$ cat src/afe_pkg.sv
package afe_pkg;

   // register byte offsets
   localparam logic [7:0] MUX_CFG_OFS = 8'h00;
   localparam logic [7:0] TEMP_CTRL_OFS = 8'h04;
   localparam logic [7:0] TEMP_STAT_OFS = 8'h08;
   localparam logic [7:0] WAKE_CTRL_OFS = 8'h0C;
   localparam logic [7:0] PB_CTRL_OFS = 8'h10;
   localparam logic [7:0] EVT_STAT_OFS = 8'h14;
   localparam logic [7:0] AIO_CFG_OFS = 8'h18;

   // monitor mux channels
   localparam int MUX_CHANNELS = 21;
   localparam int MUX_SEL_W = 5;
   localparam logic [4:0] CH_AIO_BUF = 5'h06;
   localparam logic [4:0] CH_DIE_TEMP = 5'h0E;

   // field positions
   localparam int MUX_SRC_BIT = 8;
   localparam int TEMP_IE_BIT = 0;
   localparam int ST_W1_BIT = 0;
   localparam int ST_W2_BIT = 1;
   localparam int ST_FAULT_BIT = 2;
   localparam int WK_CHG_EN_BIT = 0;
   localparam int WK_PD_EN_BIT = 1;
   localparam int WK_LOAD_EN_BIT = 2;
   localparam int WK_HIB_BIT = 3;
   localparam int WK_THR_LSB = 4;
   localparam int PB_EN_BIT = 0;
   localparam int PB_POL_BIT = 1;
   localparam int PB_WAKE_BIT = 2;
   localparam int PB_IRQ_BIT = 3;
   localparam int PB_RST_BIT = 4;
   localparam int PB_PASS_BIT = 5;
   localparam int PB_UART_BIT = 6;
   localparam int PB_DG_LSB = 8;
   localparam int EV_CHG_BIT = 0;
   localparam int EV_LOAD_BIT = 1;
   localparam int EV_SHORT_BIT = 2;
   localparam int EV_PB_BIT = 3;
   localparam int EV_RX_BIT = 4;
   localparam int EV_LEVEL_BIT = 8;
   localparam int AIO_OUT_BIT = 0;
   localparam int AIO_SEL_LSB = 1;

   // reset values
   localparam logic [31:0] ZERO_RST = 32'h0000_0000;

   // temperature thresholds in degrees C
   localparam int WARN1_C = 120;
   localparam int WARN2_C = 140;
   localparam int FAULT_C = 155;
   localparam int HYST_C = 10;
   localparam int TEMP_W = 9;

   // timing
   localparam int CLK_HZ = 50_000_000;
   localparam int LONG_HOLD_S = 8;
   localparam int LONG_HOLD_CYC = LONG_HOLD_S * CLK_HZ;
   localparam int DG1_MS = 1;
   localparam int DG4_MS = 4;
   localparam int DG8_MS = 8;
   localparam int DG32_MS = 32;
   localparam int DG1_CYC = DG1_MS * (CLK_HZ / 1000);
   localparam int DG4_CYC = DG4_MS * (CLK_HZ / 1000);
   localparam int DG8_CYC = DG8_MS * (CLK_HZ / 1000);
   localparam int DG32_CYC = DG32_MS * (CLK_HZ / 1000);

   // aio output selections
   typedef enum logic [1:0] {
      AIO_REF, AIO_MONITOR, AIO_CURRENT, AIO_CELL
   } aio_sel_t;

   // power enables driven to the analog side
   typedef struct packed {
      logic charge_pump_en;
      logic dcdc_en;
      logic gate_drv_en;
   } power_en_t;

   // analog routing controls
   typedef struct packed {
      logic [4:0] monitor_sel;
      logic aio_out_mode;
      aio_sel_t aio_out_sel;
      logic aio_to_monitor;
   } route_t;

   // push-button pin controls
   typedef struct packed {
      logic pull_up_en;
      logic pull_down_en;
   } pb_bias_t;

endpackage

$ cat src/afe_monitor_wake_protect.sv
// Operation
// RULE1: mux select from bus or sequencer
// RULE2: mux output routed to 12-bit converter
// RULE3: monitor mux offers twenty-one sources
// RULE4: warn1 latches flag, maskable interrupt
// RULE5: warn2 own flag, same interrupt
// RULE6: fault disables power, flag, no interrupt
// RULE7: ten degree hysteresis, dcdc re-enable
// RULE8: charger detect wakes from hibernate
// RULE9: software pack pull-down enable
// RULE10: load or short detect, off in hibernate
// RULE11: push-button level passed to gpio
// RULE12: serial receive activity wakes device
// RULE13: button wake, interrupt, reset, polarity
// RULE14: eight second hold issues reset; the code keeps the hold timer clear in hibernate, so no reset there
// RULE15: polarity selects pull-up or pull-down
// RULE16: deglitch 1, 4, 8 or 32 ms
// RULE17: aio input buffer feeds monitor mux
// RULE18: aio output drives one selected signal
// RULE19: temperature flags stay until cleared
// RULE20: filter first, hold timer after it
//
// Design decisions made here: the Wishbone interface to the registers and the address map.
module afe_monitor_wake_protect #(
   parameter int LONG_HOLD = afe_pkg::LONG_HOLD_CYC,
   parameter int DG1 = afe_pkg::DG1_CYC,
   parameter int DG4 = afe_pkg::DG4_CYC,
   parameter int DG8 = afe_pkg::DG8_CYC,
   parameter int DG32 = afe_pkg::DG32_CYC
) (
   // clock and reset
   input wire logic sys_clk,
   input wire logic nrst,
   // wishbone slave
   input wire logic wb_cyc_i,
   input wire logic wb_stb_i,
   input wire logic wb_we_i,
   input wire logic [7:0] wb_adr_i,
   input wire logic [3:0] wb_sel_i,
   input wire logic [31:0] wb_dat_i,
   output logic [31:0] wb_dat_o,
   output logic wb_ack_o,
   // sequencer select path
   input wire logic [4:0] sequencer_channel_select,
   // analog comparators and detectors (asynchronous)
   input wire logic [8:0] die_temp_channel,
   input wire logic pack_above_thr,
   input wire logic load_detect_signal,
   input wire logic short_detect,
   input wire logic push_button_input,
   input wire logic uart_rx_pin,
   // analog controls
   output afe_pkg::route_t route,
   output afe_pkg::power_en_t power_en,
   output afe_pkg::pb_bias_t pb_bias,
   output logic [1:0] charge_thr_sel,
   output logic pack_pull_down_en,
   output logic load_detect_en,
   // processor side
   output logic temp_irq,
   output logic pb_irq,
   output logic shared_gpio_pin,
   output logic wake_event,
   output logic hw_reset
);

   // refuse timings the counters cannot hold
   if (LONG_HOLD < 1 || DG1 < 1 || DG4 < DG1 || DG8 < DG4 ||
       DG32 < DG8) begin
      $error("afe_monitor_wake_protect: bad timing parameters");
   end
   if (LONG_HOLD >= 2**29 || DG32 >= 2**29) begin
      $error("afe_monitor_wake_protect: count too wide");
   end

   localparam int CW = 29;

   //////////////////////////////////////////////////////////////////////
   // input synchronisers
   logic [13:0] sync1_q, sync2_q;
   always_ff @(posedge sys_clk or negedge nrst) begin
      if (!nrst) begin
         sync1_q <= 14'h2000; // serial line idles high
         sync2_q <= 14'h2000;
      end else begin
         sync1_q <= {uart_rx_pin, push_button_input, short_detect,
                     load_detect_signal, pack_above_thr, die_temp_channel};
         sync2_q <= sync1_q;
      end
   end
   logic [8:0] temp_c;
   logic pack_s, load_s, short_s, pb_s, rx_s;
   assign temp_c = sync2_q[8:0];
   assign pack_s = sync2_q[9];
   assign load_s = sync2_q[10];
   assign short_s = sync2_q[11];
   assign pb_s = sync2_q[12];
   assign rx_s = sync2_q[13];

   //////////////////////////////////////////////////////////////////////
   // control registers
   logic [8:0] mux_cfg_q;
   logic temp_ie_q;
   logic [5:0] wake_ctrl_q;
   logic [9:0] pb_ctrl_q;
   logic [2:0] aio_cfg_q;
   logic [2:0] temp_stat_q;
   logic [4:0] evt_stat_q;
   logic pb_act_q;

   logic wr, rd_cycle;
   assign rd_cycle = wb_cyc_i && wb_stb_i && !wb_ack_o;
   assign wr = rd_cycle && wb_we_i;

   // bus acknowledges one cycle after the strobe
   always_ff @(posedge sys_clk or negedge nrst) begin
      if (!nrst)
         wb_ack_o <= 1'b0;
      else
         wb_ack_o <= rd_cycle;
   end

   // software control fields
   always_ff @(posedge sys_clk or negedge nrst) begin
      if (!nrst) begin
         mux_cfg_q <= 9'h000;
         temp_ie_q <= 1'b0;
         wake_ctrl_q <= 6'h00;
         pb_ctrl_q <= 10'h000;
         aio_cfg_q <= 3'h0;
      end else if (wr && wb_sel_i[0]) begin
         unique case (wb_adr_i)
            afe_pkg::MUX_CFG_OFS: mux_cfg_q[7:0] <= wb_dat_i[7:0];
            afe_pkg::TEMP_CTRL_OFS: temp_ie_q <= wb_dat_i[0];
            afe_pkg::WAKE_CTRL_OFS: wake_ctrl_q <= wb_dat_i[5:0];
            afe_pkg::PB_CTRL_OFS: pb_ctrl_q[7:0] <= wb_dat_i[7:0];
            afe_pkg::AIO_CFG_OFS: aio_cfg_q <= wb_dat_i[2:0];
            default: ;
         endcase
      end else if (wr && wb_sel_i[1]) begin
         unique case (wb_adr_i)
            afe_pkg::MUX_CFG_OFS: mux_cfg_q[8] <= wb_dat_i[8];
            afe_pkg::PB_CTRL_OFS: pb_ctrl_q[9:8] <= wb_dat_i[9:8];
            default: ;
         endcase
      end
   end

   // read data mux, unmapped reads as zero
   always_ff @(posedge sys_clk or negedge nrst) begin
      if (!nrst)
         wb_dat_o <= afe_pkg::ZERO_RST;
      else if (rd_cycle && !wb_we_i) begin
         unique case (wb_adr_i)
            afe_pkg::MUX_CFG_OFS: wb_dat_o <= {23'h0, mux_cfg_q};
            afe_pkg::TEMP_CTRL_OFS: wb_dat_o <= {31'h0, temp_ie_q};
            afe_pkg::TEMP_STAT_OFS: wb_dat_o <= {20'h0, temp_c,
                                                 temp_stat_q[2:0]};
            afe_pkg::WAKE_CTRL_OFS: wb_dat_o <= {26'h0, wake_ctrl_q};
            afe_pkg::PB_CTRL_OFS: wb_dat_o <= {22'h0, pb_ctrl_q};
            afe_pkg::EVT_STAT_OFS: wb_dat_o <= {23'h0, pb_act_q, 3'h0,
                                                evt_stat_q};
            afe_pkg::AIO_CFG_OFS: wb_dat_o <= {29'h0, aio_cfg_q};
            default: wb_dat_o <= afe_pkg::ZERO_RST;
         endcase
      end
   end

   //////////////////////////////////////////////////////////////////////
   // analog routing
   always_ff @(posedge sys_clk or negedge nrst) begin
      if (!nrst)
         route <= '0;
      else begin
         route.monitor_sel <= mux_cfg_q[afe_pkg::MUX_SRC_BIT] ?
            sequencer_channel_select : mux_cfg_q[4:0]; // see RULE1 RULE2
         route.aio_out_mode <= aio_cfg_q[afe_pkg::AIO_OUT_BIT];
         route.aio_out_sel <= afe_pkg::aio_sel_t'(aio_cfg_q[2:1]); // see RULE18
         route.aio_to_monitor <= !aio_cfg_q[afe_pkg::AIO_OUT_BIT]; // see RULE17
      end
   end
   // bus channel codes at or above the count hold load detection off (RULE3 sources)
   logic sel_bad;
   assign sel_bad = (mux_cfg_q[4:0] >= 5'(afe_pkg::MUX_CHANNELS)); // see RULE3

   //////////////////////////////////////////////////////////////////////
   // temperature comparators with hysteresis
   logic w1_q, w2_q, flt_q;
   function automatic logic hyst(input logic cur, input logic [8:0] t,
                                 input int thr);
      if (cur)
         return t > 9'(thr - afe_pkg::HYST_C);
      else
         return t > 9'(thr);
   endfunction
   always_ff @(posedge sys_clk or negedge nrst) begin
      if (!nrst) begin
         w1_q <= 1'b0;
         w2_q <= 1'b0;
         flt_q <= 1'b0;
      end else begin
         w1_q <= hyst(w1_q, temp_c, afe_pkg::WARN1_C); // see RULE7
         w2_q <= hyst(w2_q, temp_c, afe_pkg::WARN2_C); // see RULE7
         flt_q <= hyst(flt_q, temp_c, afe_pkg::FAULT_C); // see RULE7
      end
   end

   // latched flags, set wins over write-one-to-clear
   logic clr_temp, clr_evt;
   assign clr_temp = wr && wb_sel_i[0] && wb_adr_i == afe_pkg::TEMP_STAT_OFS;
   assign clr_evt = wr && wb_sel_i[0] && wb_adr_i == afe_pkg::EVT_STAT_OFS;
   always_ff @(posedge sys_clk or negedge nrst) begin
      if (!nrst)
         temp_stat_q <= 3'h0;
      else
         temp_stat_q <= (temp_stat_q & ~({3{clr_temp}} & wb_dat_i[2:0]))
                        | {flt_q, w2_q, w1_q}; // see RULE4 RULE5 RULE6 RULE19
   end

   // shared interrupt for both warnings, never for fault
   always_ff @(posedge sys_clk or negedge nrst) begin
      if (!nrst)
         temp_irq <= 1'b0;
      else
         temp_irq <= temp_ie_q && (temp_stat_q[afe_pkg::ST_W1_BIT] ||
                     temp_stat_q[afe_pkg::ST_W2_BIT]); // see RULE4 RULE5 RULE6
   end

   // power shutdown during fault, restored at or below fault minus hysteresis
   always_ff @(posedge sys_clk or negedge nrst) begin
      if (!nrst)
         power_en <= '0;
      else begin
         power_en.charge_pump_en <= !flt_q; // see RULE6
         power_en.dcdc_en <= !flt_q; // see RULE7
         power_en.gate_drv_en <= !flt_q; // see RULE6
      end
   end

   //////////////////////////////////////////////////////////////////////
   // push-button deglitch and long hold
   logic pb_lvl, pb_act_d;
   logic [CW-1:0] dg_cnt_q, hold_cnt_q, dg_len;
   assign pb_lvl = pb_ctrl_q[afe_pkg::PB_EN_BIT] &&
                   (pb_s == pb_ctrl_q[afe_pkg::PB_POL_BIT]); // see RULE13
   always_comb begin
      unique case (pb_ctrl_q[9:8])
         2'h0: dg_len = CW'(DG1); // see RULE16
         2'h1: dg_len = CW'(DG4);
         2'h2: dg_len = CW'(DG8);
         2'h3: dg_len = CW'(DG32);
      endcase
   end
   always_ff @(posedge sys_clk or negedge nrst) begin
      if (!nrst) begin
         dg_cnt_q <= '0;
         pb_act_q <= 1'b0;
      end else if (pb_lvl == pb_act_q) begin
         dg_cnt_q <= '0;
      end else if (dg_cnt_q >= dg_len - 1'b1) begin
         dg_cnt_q <= '0;
         pb_act_q <= pb_lvl; // see RULE20
      end else begin
         dg_cnt_q <= dg_cnt_q + 1'b1;
      end
   end
   assign pb_act_d = pb_lvl && !pb_act_q && dg_cnt_q >= dg_len - 1'b1;

   // hold timer runs from the filtered level only
   always_ff @(posedge sys_clk or negedge nrst) begin
      if (!nrst) begin
         hold_cnt_q <= '0;
         hw_reset <= 1'b0;
      end else begin
         hw_reset <= 1'b0;
         if (!pb_act_q || !pb_ctrl_q[afe_pkg::PB_RST_BIT] ||
             wake_ctrl_q[afe_pkg::WK_HIB_BIT])
            hold_cnt_q <= '0; // see RULE20
         else if (hold_cnt_q == CW'(LONG_HOLD)) begin
            hw_reset <= 1'b1; // see RULE14
            hold_cnt_q <= '0;
         end else
            hold_cnt_q <= hold_cnt_q + 1'b1;
      end
   end

   // bias, pass-through and button interrupt
   always_ff @(posedge sys_clk or negedge nrst) begin
      if (!nrst) begin
         pb_bias <= '0;
         shared_gpio_pin <= 1'b0;
         pb_irq <= 1'b0;
      end else begin
         pb_bias.pull_up_en <= pb_ctrl_q[afe_pkg::PB_EN_BIT] &&
                               !pb_ctrl_q[afe_pkg::PB_POL_BIT]; // see RULE15
         pb_bias.pull_down_en <= pb_ctrl_q[afe_pkg::PB_EN_BIT] &&
                                 pb_ctrl_q[afe_pkg::PB_POL_BIT]; // see RULE15
         shared_gpio_pin <= pb_ctrl_q[afe_pkg::PB_UART_BIT] ? rx_s :
            (pb_ctrl_q[afe_pkg::PB_PASS_BIT] && pb_s); // see RULE11
         pb_irq <= pb_ctrl_q[afe_pkg::PB_IRQ_BIT] &&
                   evt_stat_q[afe_pkg::EV_PB_BIT]; // see RULE13
      end
   end

   //////////////////////////////////////////////////////////////////////
   // pack detection and wake events
   logic hib, pack_d1_q, rx_d1_q;
   logic [4:0] ev_set;
   assign hib = wake_ctrl_q[afe_pkg::WK_HIB_BIT];
   always_ff @(posedge sys_clk or negedge nrst) begin
      if (!nrst) begin
         pack_d1_q <= 1'b0;
         rx_d1_q <= 1'b1;
      end else begin
         pack_d1_q <= pack_s;
         rx_d1_q <= rx_s;
      end
   end
   always_comb begin
      ev_set = 5'h00;
      ev_set[afe_pkg::EV_CHG_BIT] = wake_ctrl_q[afe_pkg::WK_CHG_EN_BIT] &&
                                    (pack_s != pack_d1_q); // see RULE8
      ev_set[afe_pkg::EV_LOAD_BIT] = load_detect_en && load_s; // see RULE10
      ev_set[afe_pkg::EV_SHORT_BIT] = load_detect_en && short_s; // see RULE10
      ev_set[afe_pkg::EV_PB_BIT] = pb_act_d;
      ev_set[afe_pkg::EV_RX_BIT] = hib && pb_ctrl_q[afe_pkg::PB_UART_BIT] &&
                                   rx_d1_q && !rx_s; // see RULE12
   end
   always_ff @(posedge sys_clk or negedge nrst) begin
      if (!nrst)
         evt_stat_q <= 5'h00;
      else
         evt_stat_q <= (evt_stat_q & ~({5{clr_evt}} & wb_dat_i[4:0])) | ev_set;
   end

   // wake pulse out of hibernate
   always_ff @(posedge sys_clk or negedge nrst) begin
      if (!nrst)
         wake_event <= 1'b0;
      else
         wake_event <= hib && (ev_set[afe_pkg::EV_CHG_BIT] ||
            ev_set[afe_pkg::EV_RX_BIT] ||
            (pb_ctrl_q[afe_pkg::PB_WAKE_BIT] && pb_act_d)); // see RULE8 RULE13
   end

   // pack controls, detection held off in hibernate
   always_ff @(posedge sys_clk or negedge nrst) begin
      if (!nrst) begin
         charge_thr_sel <= 2'h0;
         pack_pull_down_en <= 1'b0;
         load_detect_en <= 1'b0;
      end else begin
         charge_thr_sel <= wake_ctrl_q[5:4]; // see RULE8
         pack_pull_down_en <= wake_ctrl_q[afe_pkg::WK_PD_EN_BIT]; // see RULE9
         load_detect_en <= wake_ctrl_q[afe_pkg::WK_LOAD_EN_BIT] && !hib
                           && !sel_bad; // see RULE10
      end
   end

endmodule

$ cat config.mk
export PLATFORM = sky130hd
export DESIGN_NAME = afe_monitor_wake_protect
export DESIGN_NICKNAME = d
export VERILOG_FILES = /design/src/afe_pkg.sv /design/src/afe_monitor_wake_protect.sv
export SDC_FILE = /design/constraint.sdc
export NUM_CORES = 1
export LEC_CHECK = 0
export BUFFER_PORTS_ARGS = -buffer_cell sky130_fd_sc_hd__buf_4
export CAP_MARGIN = 20
export CORE_MARGIN = 2
export CORE_UTILIZATION = 56
export DETAILED_ROUTE_END_ITERATION = 7
export PLACE_DENSITY = 0.79
export SLEW_MARGIN = 0
export SYNTH_ARGS = -nofsm -noshare
export SYNTH_HDL_FRONTEND = slang
export SYNTH_SLANG_ARGS = --single-unit
$ cat constraint.sdc
create_clock -name sys_clk -period 2.9 [get_ports sys_clk]
set_input_delay 0 -clock sys_clk [delete_from_list [all_inputs] [get_ports sys_clk]]
set_output_delay 0 -clock sys_clk [all_outputs]
set_load 0.01 [all_outputs]
==> metrics.cfg <==
[status]
status = finished clean

[clock_network]
cts_resized = 0
clk_latency_ps = 440
cts.sinks = 163
cts_tree = done
htree_levels = 4
postCtsSetupRepairBufs = 0
cts_buffers = 17
cts.path.max_buffers = 2
path_clk_slew_ps = 70
cts_root_buf = clkbuf_16

[worst_setup_path]
endpoint_kind = flip-flop
worstPathMaxFanout = 22
crit_arrival_ps = 2980
critPathLaunchType = flip-flop
crit_chain = inv_1 > ha_1 > inv_1 > ha_1 > nand4_1 > nor2_1 > a311oi_1 > nand4b_1 > buf_4 > nor2_1
worstSetupPathType = flip-flop to flip-flop
crit_slowest_cell = dfrtp_1
cp.required_ps = 3260
slowest_delay_ps = 450

[routing]
wirelength_um = 16830
ant_nets = 0
drt_iter0_drc = 362
wl_per_cell_um = 17.18
drc = 0
via_count = 5501
first_pass_iters = 5
vias_per_cell = 5.613

[global_routing]
grt_first_pass_wirelength_um = 27900
first_global_vias = 5633
gr-usage-met3 = 0.07082
grt_use_met1 = 0.3210
overflow = 0
use_met2 = 0.4089
antenna_found_initial = 0
grt_usage = 0.2499
grt_max_degree = 63
busiest_layer = met2

[layout]
nets = 888
drive_gt1_frac = 0.2065
insertedDiodeCount = 0
syn_to_final_growth_pct = 21.54
post-route-util = 0.6927
fill_cells = 940

[yosys]
yosys_warnings = 0
syn_inst = 669
ys_seq_area_frac = 0.5431
yosysUniqueCellTypes = 59
async_reset_ff_frac = 1.000
synth_edf_count = 0
synth.avg_cell_area_sq_um = 11.24
ys_ff_latch = 163
netlist_area_sq_um = 7517
synth-main-ff-cell = dfrtp_1

[place]
io_buffer_count = 79
place_hpwl_um = 11250
pre_cts_slack_ps = 352.3
routabilityCongestion = 0.8744

[worst_hold_path]
min_path_type = input port to flip-flop

[timing]
fin_skew_ps = 8.032
slew_viol_final = 0
finalSetupViolCount = 0
setup_ws_ps = 275.3
fin_crit_sh = 0.9051
finalHoldViolCount = 0
fin_tns_setup_ps = 0
fin_crit_ps = 2625
tightest_slew_ps = 586.8
rsz0062_at_grt = no
fmax_mhz = 381.0
relSlewSlack = 0.6088

[pwr]
power.density_nw_per_um2 = 520.8
irDropWorstVdd_mv = 0.5778
power_uw = 4758
p_leak_uw = 0.004141

[floorplanning]
die_h_um = 119.9
die_w_um = 119.9
start_util = 0.5699
fp-row-count = 42
dieArea_sq_um = 14370
coreArea_sq_um = 13190
pin_count = 124

[run]
cap_violations = 0

## cells in the final DEF (no fill, tap or decap), types with 4 or more instances in the layout
cell and instances:
and2_1 7, dlygate4sd3_1 33, and4_1 5, clkbuf_16 17
xnor2_1 37, a21oi_1 13, nand2_1 50, mux2_4 10
buf_4 82, a22o_1 7, xor2_1 13, clkinv_4 4
ha_1 29, nor4_1 14, mux2i_1 5, nand3_1 22
mux2_2 31, o21ai_0 17, nor2b_1 6, conb_1 27
a31oi_1 4, nand2b_1 4, dfrtp_1 160, nor3_1 16
and3_1 9, a21o_1 5, nand4_1 14, inv_8 4
nor2_1 80, o31ai_1 4, inv_1 23
## layer usage
metal	up-vias	wire (um)
met4	0	274
li1	2542	-
met5	-	0
met1	2753	7157
met2	174	8496
met3	32	904
## metrics by stage
step,cells,hold slack [ps],instance area (sq um)
2_1_floorplan,695,-295.6,7615
3_3_place_gp,915,6.363,8229
3_5_place_dp,915,18.42,8229
4_1_cts,980,34.70,9136
5_1_grt,980,61.14,9136
6_report,980,51.39,9136
## report_power, final
group | switching [uW] | internal (uW)
combinational | 129 | 110
clock | 1020 | 1160
sequential | 30.1 | 2310
## synth_stat cells (all sizes together) (4+ instances only)
cell | count | area (sq um)
nor2 | 81 | 320.3
clkbuf | 9 | 33.78
nand3 | 22 | 110.1
ha | 29 | 362.9
a22o | 7 | 61.31
nand4 | 14 | 87.58
nand2b | 4 | 25.02
nand2 | 51 | 198.9
o21ai | 17 | 85.08
o31ai | 4 | 30.03
and3 | 9 | 56.30
dfrtp | 160 | 4004
xnor2 | 37 | 324.1
nor3 | 16 | 80.08
nor4 | 15 | 108.9
nor2b | 6 | 37.54
and2 | 7 | 43.79
a31oi | 4 | 25.02
a21o | 5 | 37.54
a21oi | 13 | 65.06
mux2 | 41 | 499.2
buf | 31 | 219.0
inv | 23 | 86.33
and4 | 5 | 43.79
mux2i | 5 | 50.05
xor2 | 13 | 113.9
## critical path, delay by kind of cell (launching register included)
kind,cells,cell delay (ps)
adder cells (fa/ha/maj),2,630
buffers and inverters,3,480
flip-flops,1,450
AND/OR/NAND/NOR,4,550
AO/OA/AOI/OAI,1,440
## cells by family after synthesis
kind of cell | Yosys count | share of synthesized area
compound gates | 73 | 0.06691
other cells | 1 | 0.0004989
mux | 46 | 0.07307
simple gates | 244 | 0.1648
buf+inv | 63 | 0.04511
fa+ha+maj | 29 | 0.04827
flops | 163 | 0.5431
xor+xnor | 50 | 0.05826
## final cells by class
type | instances | area (sq um) | area share
inverter | 23 | 86.33 | 0.009449
clock buffer | 18 | 439.2 | 0.04807
sequential | 163 | 4083 | 0.4469
timing repair buffer | 117 | 977.2 | 0.1070
tap | 176 | 220.2 | 0.02410
clock inverter | 14 | 137.6 | 0.01506
multi-input combinational | 469 | 3193 | 0.3495
## final timing paths
path / slack (ps) / cells after the start / from / to
setup / recovery: 280 / 10 / pb_ctrl_q[9] / dg_cnt_q[11]
hold / removal: 50 / 5 / wb_adr_i[7] / wb_dat_o[11]
setup reg to reg: 280 / 10 / pb_ctrl_q[9] / dg_cnt_q[11]
hold reg to reg: 350 / 0 / sync1_q[3] / sync2_q[3]
max in group asynchronous: 1830 / 3 / nrst / pb_ctrl_q[8]
min in group asynchronous: 100 / 2 / nrst / dg_cnt_q[11]
## repair_timing
action                                  4_1_cts  5_1_grt
endpoints found under the hold margin       119        0
endpoints found under the setup margin        0        0
hold buffers                                 33        0
## sequential cells by signal, summed over array words and instances, names as in the netlist, 2 cells and up
name / flops
pb_bias: 2
aio_cfg_q: 3
sync1_q: 14
sync2_q: 14
wake_ctrl_q: 6
mux_cfg_q: 9
dg_cnt_q: 29
evt_stat_q: 5
wb_dat_o: 12
hold_cnt_q: 29
route: 9
charge_thr_sel: 2
pb_ctrl_q: 10
temp_stat_q: 3
Power figures use the tool's default switching activity.
